===== config.mk =====
export PLATFORM = sky130hd
export DESIGN_NAME = ptw_core_flat
export DESIGN_NICKNAME = d
export VERILOG_FILES = /design/src/ptw_pkg.sv /design/src/ptw_local_if.sv /design/src/ptw_core.sv /design/src/flat_wrapper.sv
export SDC_FILE = /design/constraint.sdc
export NUM_CORES = 1
export LEC_CHECK = 0
export BUFFER_PORTS_ARGS = -buffer_cell sky130_fd_sc_hd__buf_2
export CAP_MARGIN = 20
export CORE_MARGIN = 8
export CORE_UTILIZATION = 54
export CTS_CLUSTER_DIAMETER = 120
export DETAILED_ROUTE_END_ITERATION = 10
export HOLD_SLACK_MARGIN = 0.05
export PLACE_DENSITY = 0.86
export SKIP_LAST_GASP = 1
export SYNTH_ARGS = -nofsm -noshare
export SYNTH_HDL_FRONTEND = slang
export SYNTH_SLANG_ARGS = --single-unit

===== constraint.sdc =====
create_clock -name i_clk -period 5.55 [get_ports i_clk]
set_input_delay 1.11 -clock i_clk [delete_from_list [all_inputs] [get_ports i_clk]]
set_output_delay 1.11 -clock i_clk [all_outputs]
set_load 0.02 [all_outputs]

===== src/ptw_pkg.sv =====
package ptw_pkg;
	// ----------------------------------------
	// Widths
	// ----------------------------------------
	localparam int DW  = 32;
	localparam int LDW = 64;
	localparam int CW  = 4;
	localparam int TW  = 12;
	// ----------------------------------------
	// Status vector bit positions
	// ----------------------------------------
	localparam int TS_REQ64  = 7;
	localparam int TS_ACTIVE = 8;
	localparam int TS_BURST  = 9;
	localparam int TS_XFER   = 10;
	// ----------------------------------------
	// Bus commands
	// ----------------------------------------
	localparam logic [CW-1:0] CMD_IO_RD  = 4'h2;
	localparam logic [CW-1:0] CMD_IO_WR  = 4'h3;
	localparam logic [CW-1:0] CMD_MEM_RD = 4'h6;
	localparam logic [CW-1:0] CMD_MEM_WR = 4'h7;
	localparam logic [CW-1:0] CMD_CFG_RD = 4'hA;
	localparam logic [CW-1:0] CMD_CFG_WR = 4'hB;
	// ----------------------------------------
	// Address decode
	// ----------------------------------------
	localparam int            QW_LO    = 0;
	localparam int            QW_HI    = 2;
	localparam logic [2:0]    QW_ALIGN = 3'h0;
	localparam logic [2:0]    QW_HIGH  = 3'h4;
	// ----------------------------------------
	// Target states
	// ----------------------------------------
	typedef enum logic [4:0] {
		ST_IDLE  = 5'b0_0001,
		ST_CLAIM = 5'b0_0010,
		ST_DATA  = 5'b0_0100,
		ST_STOP  = 5'b0_1000,
		ST_TURN  = 5'b1_0000
	} ptw_state_e;
endpackage : ptw_pkg


===== src/ptw_local_if.sv =====
interface ptw_local_if;
	logic                               local_frame_active;
	logic                               local_xfer_strobe;
	logic                               local_target_ready;
	logic                               local_target_ack;
	logic                               local_disconnect_req;
	logic                               local_abort_req;
	logic [ptw_pkg::CW-1:0]             local_command_out;
	logic [ptw_pkg::TW-1:0]             target_xfer_status_vector;
	logic [ptw_pkg::LDW-1:0]            local_wr_data;
	logic [ptw_pkg::DW-1:0]             local_addr;
	logic [3:0]                         local_byte_en;
	logic                               low_dword_ack;
	logic                               high_dword_ack;

	modport core (
		output local_frame_active, local_xfer_strobe, local_target_ack, local_command_out,
		       target_xfer_status_vector, local_wr_data, local_addr, local_byte_en,
		       low_dword_ack, high_dword_ack,
		input  local_target_ready, local_disconnect_req, local_abort_req
	);
	modport app (
		input  local_frame_active, local_xfer_strobe, local_target_ack, local_command_out,
		       target_xfer_status_vector, local_wr_data, local_addr, local_byte_en,
		       low_dword_ack, high_dword_ack,
		output local_target_ready, local_disconnect_req, local_abort_req
	);
endinterface : ptw_local_if


===== src/ptw_core.sv =====
module ptw_core (
	input  wire logic                   i_clk,        // Bus clock
	input  wire logic                   i_rst_b,      // Async reset, low
	input  wire logic                   i_frame_b,    // Master frame, low
	input  wire logic                   i_irdy_b,     // Master ready, low
	input  wire logic                   i_req64_b,    // 64-bit request, low
	input  wire logic                   i_idsel,      // Configuration select
	input  wire logic [ptw_pkg::DW-1:0] i_ad,         // Address/data low
	input  wire logic [ptw_pkg::DW-1:0] i_ad_hi,      // Data high, 64-bit only
	input  wire logic [ptw_pkg::CW-1:0] i_cbe_b,      // Command/byte enables, low
	input  wire logic                   i_hit,        // Address decodes to us
	output wire logic                   o_devsel_b,   // Device select, low
	output wire logic                   o_trdy_b,     // Target ready, low
	output wire logic                   o_stop_b,     // Stop, low
	output wire logic                   o_ack64_b,    // 64-bit acknowledge, low
	output wire logic                   o_ctl_oe,     // Enable for the four controls
	output wire logic                   o_cfg_wr,     // Pulse: config dword written
	output wire logic [ptw_pkg::DW-1:0] o_cfg_data,   // Config write data
	ptw_local_if.core                   lif           // Local side
);
	typedef struct packed {
		ptw_pkg::ptw_state_e     state;
		logic [ptw_pkg::CW-1:0]  cmd;
		logic [ptw_pkg::DW-1:0]  addr;
		logic                    is32;
		logic                    cfg;
		logic                    rd;
		logic                    hi_next;
		logic                    rdy_seen;
		logic                    phase_done;
		logic                    disc_pend;
		logic                    burst;
		logic                    xfer;
		logic                    lframe;
		logic                    ack;
		logic                    ack_lo;
		logic                    ack_hi;
		logic [ptw_pkg::LDW-1:0] wdata;
		logic [3:0]              be;
		logic                    devsel;
		logic                    trdy;
		logic                    stop;
		logic                    ack64;
		logic                    oe;
		logic                    cfg_wr;
	} ptw_core_s;

	ptw_core_s st;
	ptw_core_s next_st;

	function automatic logic is_target_cmd(input logic [ptw_pkg::CW-1:0] c);
		is_target_cmd = (c == ptw_pkg::CMD_MEM_WR) || (c == ptw_pkg::CMD_IO_WR)
		             || (c == ptw_pkg::CMD_MEM_RD) || (c == ptw_pkg::CMD_IO_RD);
	endfunction : is_target_cmd

	function automatic logic is_read_cmd(input logic [ptw_pkg::CW-1:0] c);
		is_read_cmd = (c == ptw_pkg::CMD_MEM_RD) || (c == ptw_pkg::CMD_IO_RD)
		           || (c == ptw_pkg::CMD_CFG_RD);
	endfunction : is_read_cmd

	logic phase;
	logic rdy;
	logic term_ok;
	logic aligned_rd32;

	// ----------------------------------------
	// Target sequencing
	// ----------------------------------------
	always_comb begin
		next_st        = st;
		next_st.xfer   = 1'b0;
		next_st.ack    = 1'b0;
		next_st.ack_lo = 1'b0;
		next_st.ack_hi = 1'b0;
		next_st.cfg_wr = 1'b0;
		phase          = st.trdy && st.devsel && !i_irdy_b;
		rdy            = lif.local_target_ready;
		term_ok        = !st.cfg;
		aligned_rd32   = st.rd && st.is32
		              && (st.addr[ptw_pkg::QW_HI:ptw_pkg::QW_LO] == ptw_pkg::QW_ALIGN);
		// Local side pipeline: data phase seen on the bus lands next cycle
		if (phase) begin
			next_st.xfer       = 1'b1;
			next_st.phase_done = 1'b1;
			next_st.hi_next    = st.is32 ? !st.hi_next : st.hi_next;
			if (!st.cfg && !st.rd) begin
				next_st.ack              = 1'b1;
				next_st.ack_lo           = !st.is32 || !st.hi_next;
				next_st.ack_hi           = !st.is32 || st.hi_next;
				next_st.wdata[ptw_pkg::DW-1:0] = i_ad;
				next_st.wdata[ptw_pkg::LDW-1:ptw_pkg::DW] = st.is32 ? st.wdata[ptw_pkg::LDW-1:ptw_pkg::DW] : i_ad_hi;
				next_st.be               = ~i_cbe_b;
			end
			if (st.cfg && !st.rd) begin
				next_st.cfg_wr                 = 1'b1;
				next_st.wdata[ptw_pkg::DW-1:0] = i_ad;
			end
		end
		if (rdy && st.lframe) begin
			next_st.rdy_seen = 1'b1;
		end
		if ((st.state == ptw_pkg::ST_CLAIM || st.state == ptw_pkg::ST_DATA)
		    && !i_frame_b && !i_irdy_b) begin
			next_st.burst = 1'b1;
		end
		case (st.state)
			ptw_pkg::ST_IDLE: begin
				next_st.oe = 1'b0;
				if (!i_frame_b && i_hit) begin
					next_st.cmd        = ~i_cbe_b;
					next_st.addr       = i_ad;
					next_st.is32       = i_req64_b;
					next_st.cfg        = i_idsel;
					next_st.rd         = is_read_cmd(~i_cbe_b);
					next_st.hi_next    = (i_ad[ptw_pkg::QW_HI:ptw_pkg::QW_LO] == ptw_pkg::QW_HIGH);
					next_st.rdy_seen   = 1'b0;
					next_st.phase_done = 1'b0;
					next_st.disc_pend  = 1'b0;
					next_st.burst      = 1'b0;
					if (i_idsel || is_target_cmd(~i_cbe_b)) begin
						next_st.state  = ptw_pkg::ST_CLAIM;
						next_st.lframe = !i_idsel;
						next_st.oe     = 1'b1;
					end
				end
			end
			ptw_pkg::ST_CLAIM: begin
				next_st.devsel = 1'b1;
				next_st.ack64  = !st.is32;
				// First byte enables, early enough for the local I/O check
				next_st.be     = ~i_cbe_b;
				next_st.state  = ptw_pkg::ST_DATA;
			end
			ptw_pkg::ST_DATA: begin
				if (term_ok && lif.local_abort_req) begin
					next_st.devsel = 1'b0;
					next_st.trdy   = 1'b0;
					next_st.stop   = 1'b1;
					next_st.ack64  = 1'b0;
					next_st.state  = ptw_pkg::ST_STOP;
				end else if (term_ok && lif.local_disconnect_req && !aligned_rd32) begin
					if (!st.phase_done && !phase
					    && (st.rd ? !st.rdy_seen : !(st.rdy_seen || rdy))) begin
						next_st.trdy  = 1'b0;
						next_st.stop  = 1'b1;
						next_st.state = ptw_pkg::ST_STOP;
					end else if (!st.disc_pend) begin
						// One more phase may still complete, then stop
						next_st.disc_pend = 1'b1;
						next_st.stop      = 1'b1;
						next_st.trdy      = rdy && !phase;
						next_st.state     = ptw_pkg::ST_STOP;
					end
				end else begin
					next_st.trdy = st.cfg || rdy;
					if (phase && i_frame_b) begin
						next_st.trdy   = 1'b0;
						next_st.devsel = 1'b0;
						next_st.ack64  = 1'b0;
						next_st.state  = ptw_pkg::ST_TURN;
					end
				end
			end
			ptw_pkg::ST_STOP: begin
				if (phase) begin
					next_st.trdy = 1'b0;
				end
				if (i_frame_b) begin
					next_st.trdy   = 1'b0;
					next_st.stop   = 1'b0;
					next_st.devsel = 1'b0;
					next_st.ack64  = 1'b0;
					next_st.state  = ptw_pkg::ST_TURN;
				end
			end
			ptw_pkg::ST_TURN: begin
				next_st.oe     = 1'b0;
				next_st.lframe = 1'b0;
				next_st.state  = ptw_pkg::ST_IDLE;
			end
			default: begin
				next_st = '0;
				next_st.state = ptw_pkg::ST_IDLE;
			end
		endcase
	end

	always_ff @(posedge i_clk or negedge i_rst_b) begin
		if (!i_rst_b) begin
			st       <= '0;
			st.state <= ptw_pkg::ST_IDLE;
		end else begin
			st <= next_st;
		end
	end

	// ----------------------------------------
	// Outputs
	// ----------------------------------------
	assign o_devsel_b = !st.devsel;
	assign o_trdy_b   = !st.trdy;
	assign o_stop_b   = !st.stop;
	assign o_ack64_b  = !st.ack64;
	assign o_ctl_oe   = st.oe;
	assign o_cfg_wr   = st.cfg_wr;
	assign o_cfg_data = st.wdata[ptw_pkg::DW-1:0];

	assign lif.local_frame_active = st.lframe;
	assign lif.local_target_ack   = st.ack;
	assign lif.local_xfer_strobe  = st.ack && lif.local_target_ready;
	assign lif.local_command_out  = st.cmd;
	assign lif.local_wr_data      = st.wdata;
	assign lif.local_addr         = st.addr;
	assign lif.local_byte_en      = st.be;
	assign lif.low_dword_ack      = st.ack_lo;
	assign lif.high_dword_ack     = st.ack_hi;

	always_comb begin
		lif.target_xfer_status_vector                    = '0;
		lif.target_xfer_status_vector[ptw_pkg::TS_REQ64]  = st.lframe && !st.is32;
		lif.target_xfer_status_vector[ptw_pkg::TS_ACTIVE] = st.devsel;
		lif.target_xfer_status_vector[ptw_pkg::TS_BURST]  = st.lframe && st.burst;
		lif.target_xfer_status_vector[ptw_pkg::TS_XFER]   = st.xfer;
	end
endmodule : ptw_core


===== src/flat_wrapper.sv =====
// flat-port wrapper written by rule: the top's interface ports become plain ports
module ptw_core_flat 
  (i_clk, i_rst_b, i_frame_b, i_irdy_b, i_req64_b, i_idsel, i_ad, i_ad_hi, i_cbe_b, i_hit, o_devsel_b, o_trdy_b, o_stop_b, o_ack64_b, o_ctl_oe, o_cfg_wr, o_cfg_data, lif_local_frame_active, lif_local_xfer_strobe, lif_local_target_ack, lif_local_command_out, lif_target_xfer_status_vector, lif_local_wr_data, lif_local_addr, lif_local_byte_en, lif_low_dword_ack, lif_high_dword_ack, lif_local_target_ready, lif_local_disconnect_req, lif_local_abort_req);
  ptw_local_if lif_i ();
  input  wire logic i_clk;
  input  wire logic i_rst_b;
  input  wire logic i_frame_b;
  input  wire logic i_irdy_b;
  input  wire logic i_req64_b;
  input  wire logic i_idsel;
  input  wire logic [ptw_pkg::DW-1:0] i_ad;
  input  wire logic [ptw_pkg::DW-1:0] i_ad_hi;
  input  wire logic [ptw_pkg::CW-1:0] i_cbe_b;
  input  wire logic i_hit;
  output wire logic o_devsel_b;
  output wire logic o_trdy_b;
  output wire logic o_stop_b;
  output wire logic o_ack64_b;
  output wire logic o_ctl_oe;
  output wire logic o_cfg_wr;
  output wire logic [ptw_pkg::DW-1:0] o_cfg_data;
  output wire logic [$bits(lif_i.local_frame_active)-1:0] lif_local_frame_active;
  output wire logic [$bits(lif_i.local_xfer_strobe)-1:0] lif_local_xfer_strobe;
  output wire logic [$bits(lif_i.local_target_ack)-1:0] lif_local_target_ack;
  output wire logic [$bits(lif_i.local_command_out)-1:0] lif_local_command_out;
  output wire logic [$bits(lif_i.target_xfer_status_vector)-1:0] lif_target_xfer_status_vector;
  output wire logic [$bits(lif_i.local_wr_data)-1:0] lif_local_wr_data;
  output wire logic [$bits(lif_i.local_addr)-1:0] lif_local_addr;
  output wire logic [$bits(lif_i.local_byte_en)-1:0] lif_local_byte_en;
  output wire logic [$bits(lif_i.low_dword_ack)-1:0] lif_low_dword_ack;
  output wire logic [$bits(lif_i.high_dword_ack)-1:0] lif_high_dword_ack;
  input wire logic [$bits(lif_i.local_target_ready)-1:0] lif_local_target_ready;
  input wire logic [$bits(lif_i.local_disconnect_req)-1:0] lif_local_disconnect_req;
  input wire logic [$bits(lif_i.local_abort_req)-1:0] lif_local_abort_req;
  assign lif_local_frame_active = lif_i.local_frame_active;
  assign lif_local_xfer_strobe = lif_i.local_xfer_strobe;
  assign lif_local_target_ack = lif_i.local_target_ack;
  assign lif_local_command_out = lif_i.local_command_out;
  assign lif_target_xfer_status_vector = lif_i.target_xfer_status_vector;
  assign lif_local_wr_data = lif_i.local_wr_data;
  assign lif_local_addr = lif_i.local_addr;
  assign lif_local_byte_en = lif_i.local_byte_en;
  assign lif_low_dword_ack = lif_i.low_dword_ack;
  assign lif_high_dword_ack = lif_i.high_dword_ack;
  assign lif_i.local_target_ready = lif_local_target_ready;
  assign lif_i.local_disconnect_req = lif_local_disconnect_req;
  assign lif_i.local_abort_req = lif_local_abort_req;
  ptw_core u_core (.i_clk(i_clk), .i_rst_b(i_rst_b), .i_frame_b(i_frame_b), .i_irdy_b(i_irdy_b), .i_req64_b(i_req64_b), .i_idsel(i_idsel), .i_ad(i_ad), .i_ad_hi(i_ad_hi), .i_cbe_b(i_cbe_b), .i_hit(i_hit), .o_devsel_b(o_devsel_b), .o_trdy_b(o_trdy_b), .o_stop_b(o_stop_b), .o_ack64_b(o_ack64_b), .o_ctl_oe(o_ctl_oe), .o_cfg_wr(o_cfg_wr), .o_cfg_data(o_cfg_data), .lif(lif_i));
endmodule

* Word-level counts from Yosys, hierarchy flattened
Index checks and enable logic that the tools add are counted.
** Storage, ports and cells
- Memories :: 0
- Register bits :: 128
- Bits in writable memories :: 0
- Input port bits :: 78
- Output and inout bits :: 159
- Word-level logic and storage cells :: 178
- Bits in latches :: 0
- Memory bits (read-only) :: 0
** Operators by class
- Add/subtract/negate cells :: 0
- Order comparisons :: 0
- Multipliers :: 0
- Reductions and logical operators :: 65
- Shifts and indexed selects :: 0
- Equal/unequal tests :: 30
- Div/mod/pow operators :: 0
- Bitwise operators :: 6
- Mux-type cells :: 52
** Operators by type and width (number)
- two-way mux 71 bit :: 2
- case mux 42 bit (2 select lines) :: 1
- two-way mux 67 bit :: 1
- two-way mux 32 bit :: 2
- two-way mux 49 bit :: 1
- two-way mux 5 bit :: 7
- two-way mux 1 bit :: 24
- logical AND 1 bit :: 20
- case mux 5 bit (4 select lines) :: 1
- logical NOT 1 bit :: 16
- inequality test 2 x 1 -> 1 bit, second input constant :: 6
- logical OR 1 bit :: 11
- inequality test 2 bit, second input constant :: 5
- AND reduction 5 bit :: 2
- inequality test 3 bit, second input constant :: 3
- AND reduction 3 bit :: 3
- OR reduction 3 bit :: 3
- == test 4 x 2 -> 1 bit, second input constant :: 2
- == test 4 x 3 -> 1 bit, second input constant :: 2
- two-way mux 4 bit :: 2
- inequality test 4 bit, second input constant :: 2
- case mux 1 bit (4 select lines) :: 2
- case mux 4 bit (2 select lines) :: 1
- AND reduction 4 bit :: 2
- other kinds (21) :: 32

* Longest topological paths before layout
- Word-level depth :: 9
- Depth in mapped cells :: 8
- Gate-level depth less buffers :: 5

* Worst setup path after synthesis
Ideal clock, no wire load.
- Path type :: input to register
- Start :: in i_irdy_b
- End :: reg u_core.st (netlist bit u_core.lif.local_byte_en[0])
- Arrival time :: 2424 ps
- Cell stages on the path :: 7
- Buffers on the path :: 2
- Path slack :: 3001 ps
- Data required time :: 5425 ps
- Setup time :: 125 ps
- Cell sequence :: and3b_1 -> clkbuf_1 -> nand2b_1 -> buf_4 -> nor2_1 -> nor3_1 -> mux2_2
** Between the ends
- Word-level cells in the longest chain between the ends :: 4
** RTL lines
- start: declaration :: RTL line flat_wrapper.sv:8 : input wire logic i_irdy_b;
- logical NOT 1 bit :: RTL line ptw_core.sv:76 : phase = st.trdy && st.devsel && !i_irdy_b;
- logical AND 1 bit :: RTL line ptw_core.sv:76
- inequality test 2 x 1 -> 1 bit (no source line)
- AND reduction 2 bit (no source line)
- end signal: assignment :: RTL line ptw_core.sv:193 : st <= next_st;
- end: declaration :: RTL line ptw_core.sv:48 : ptw_core_s st;
Every way passes these cells.
A chain may end at the register's enable or synchronous reset.

* Final worst setup path
- Start :: in i_irdy_b
- End :: reg u_core.st (netlist bit u_core.lif.local_wr_data[34])
** Between the ends
- Word-level cells in the longest chain between the ends :: 4
** RTL lines (RTL line)
- logical NOT 1 bit :: ptw_core.sv:76
- logical AND 1 bit :: ptw_core.sv:76
- inequality test 2 x 1 -> 1 bit (no source line)
- AND reduction 3 bit (no source line)
Every way passes these cells.

==> results.md <==
- Detailed Place HPWL: 11800 um
- # nets final: 837
- Final ANT Viol Nets: 0
- Final Hold Viols: 0
- Worst-margin pin slew: 1.06 ns
- Grt total ovfl: 0
- Synth Area per Inst: 9.55 um^2
- Startpoint Class: primary input
- CP endpoint kind: flip-flop
- Post-CTS Setup Bufs: 0
- Inst Count DP: 884
- Final setup fails: 0
- Core footprint: 11900 um^2
- Hold_buf cts: 0
- RSZ-0062 raised after global routing: false
- Slowest-stage cell, CP: or3_1
- Final Skew: 0.00933 ns
- Fmax: 321 MHz
- Met3 track demand over resource: 7.73%
- Vias in the first global route: 5026
- Storage cell area: 3200 um^2
- GR peak layer: met2
- FILL cells: 1029
- Post-synthesis sequential area ratio: 49.4%
- CTS sink count: 128
- Routed wire per std cell: 18.2 um
- Pre-antenna DRT Iters: 5
- Post-CTS sizing: 0
- Most used DFF post-synth: dfrtp_1
- GPL Wtd Cong: 0.884
- CP Buf/Inv Count: 1
- Total Routing Usage GR: 21.0%
- Largest net degree at the start of global routing: 77
- WP data required: 5.80 ns
- Leading cell types by total area after synthesis: dfrtp_1 (49%), buf_4 (17%), nand2_1 (8.3%), a21oi_1 (4.5%), a22o_1 (4.5%)
- Async set-reset flop share out of synthesis: 100%
- Warnings from Yosys: 0
- Synthesized cell area: 6490 um^2
- Top delay family on crit path: simple AND/OR/NAND/NOR gates
- Max-Cap Viols: 0
- Met2 global-route usage: 35.1%
- Starting density of the core: 54.7%
- Setup Total Neg Slack: 0 ns
- Reg-to-reg startpoint: u_core.st[123]
- Fraction of layout cells with a size suffix above 1: 36.9%
- Tot Pwr: 2.33 mW
- Yosys cell types: 50
- Crit-path cells: buf_2 > and3b_1 > nand2b_2 > or3_1 > nand2_1 > a21oi_1
- Pleak: 3.77 nW
- FP Rows: 40
- DRT iter0 DRCs: 311
- CTS tree: built
- Part of the cycle the worst path needs: 56.2%
- Yosys reg bits: 128
- VDD IR max: 166 uV
- Clock root buffer master: clkbuf_16
- Post-route DRC: 0
- First-pass GRT wire length: 26500 um
- Synth top area share: 49.0%
- TritonCTS Buffers: 17
- Area leader, netlist: dfrtp_1
- I/O Pins: 237
- Worst path max stage delay: 0.95 ns
- Clock transition at path regs: 0.05 ns
- Max-Slew Margin vs Limit: 29.0%
- Commonest non-fill, non-tap cells in the layout: buf_2 (227), nand2_1 (143), dfrtp_1 (127)
- Die area: 15800 um^2
- Die Width: 126 um
- Diodes inserted: 0
- Routed WL: 16600 um
- Crit path kind: in -> reg
- Commonest non-fill, non-tap cell in the layout: buf_2
- Slew Limit Fails: 0
- Met1 Usage GRT: 23.9%
- H-tree depth: 4
- Pwr dens: 325 nW/um^2
- Clock Path Buffers: 2
- Number of flops mapped to enable cells by yosys: 0
- Synth Instances: 679
- CP arrival: 3.37 ns
- Die height: 126 um
- Clk_lat worst skew: 0.41 ns
- Footprint of the multi-input gates: 2020 um^2
- Setup crit start: i_irdy_b
- Vias per Instance: 5.30
- HP Class: reg -> reg
- Routed vias: 4843
- CP Max Fanout: 38
- Hold Path Origin: u_core.st[79]
- Number of antenna violations at the first check in global routing: 0
- Area grow syn2layout: 10.5%
- Outcome: finished clean
- Post-Layout Cell Count: 914
- Crit path time final: 3.12 ns
- Port bufs: 228
where the power goes:
group / internal [mW] / total (mW) / switching (mW)
sequential: 0.987 / 1.03 / 0.0416
clock: 0.606 / 0.987 / 0.381
combinational: 0.109 / 0.312 / 0.203
synthesized netlist by cell type, types with 9 or more instances:
cell and n:
buf_4 147, nand2_1 143, dfrtp_1 127, a21oi_1 58, a22o_1 33, nor2_1 20, clkbuf_1 18, buf_2 14
o21ai_0 13, a21oi_2 10, nor3_1 9
per-layer routing:
| metal | share of wire, % | wire [um] | vias up |
|---|---|---|---|
| met3 | 8.0 | 1330 | 18 |
| met2 | 51 | 8430 | 206 |
| li1 | - | - | 2280 |
| met1 | 39 | 6550 | 2339 |
| met4 | 1.7 | 289 | 0 |
| met5 | 0 | 0 | - |
layout make-up:
cell class / instances / share of cell area, %
Tap cell: 147 / 2.57
Sequential cell: 128 / 44.7
Clock buffer: 23 / 6.81
Inverter: 7 / 0.366
Multi-Input combinational cell: 369 / 28.2
Timing Repair Buffer: 234 / 16.9
Clock inverter: 6 / 0.489
sequential cells by signal, summed over array words and instances (netlist names):
signal and count:
u_core.lif.local_wr_data 64, u_core.lif.local_addr 32, u_core.st 16, u_core.lif.local_command_out 4
u_core.lif.low_dword_ack 1, u_core.o_ctl_oe 1, u_core.lif.high_dword_ack 1, u_core.lif.local_frame_active 1
u_core.lif.local_byte_en 4, u_core.o_cfg_wr 1, u_core.lif.target_xfer_status_vector 2, u_core.lif.local_target_ack 1
worst paths after layout:
path,endpoint,slack [ns],cells after the start
max reg2reg,u_core.lif.local_byte_en[0],2.81,6
min in group asynchronous,u_core.lif.local_addr[3],0.84,1
max,u_core.lif.local_wr_data[34],2.43,6
min,u_core.st[79],0.47,1
max in group asynchronous,u_core.lif.local_wr_data[22],3.49,2
min reg2reg,u_core.st[79],0.47,1
worst register-to-register path, cell delays in order (launching register included):
cell     delay, ns
dfstp_2       0.66
nor2_1        0.09
nand3_1       0.26
and4_2        0.66
buf_4         0.57
nor2_1        0.11
mux2_2        0.27
cell families after synthesis:
| logic type | after synthesis | share of synthesized area (%) |
|---|---|---|
| other | 1 | 0.0578 |
| AND/OR/NAND/NOR | 208 | 14.0 |
| adder cells (fa/ha/maj) | 2 | 0.386 |
| buffers and inverters | 189 | 20.1 |
| flip-flops | 128 | 49.4 |
| multiplexers | 5 | 0.849 |
| AO/OA/AOI/OAI | 143 | 14.9 |
| XOR/XNOR | 3 | 0.405 |
metrics by stage:
| stage | hold WS (ns) | setup WS [ns] | util [%] | instance area, um^2 |
|---|---|---|---|---|
| floorplan | 0.441 | 3.00 | - | 6510 |
| global placement | 0.452 | 2.09 | 55.8 | 6620 |
| detailed placement | 0.458 | 1.95 | 55.8 | 6620 |
| CTS | 0.470 | 2.38 | 60.2 | 7140 |
| global route | 0.499 | 2.22 | 60.4 | 7170 |
| finish | 0.466 | 2.43 | 60.4 | 7170 |
Note: power is estimated with default switching activity, not from simulation.
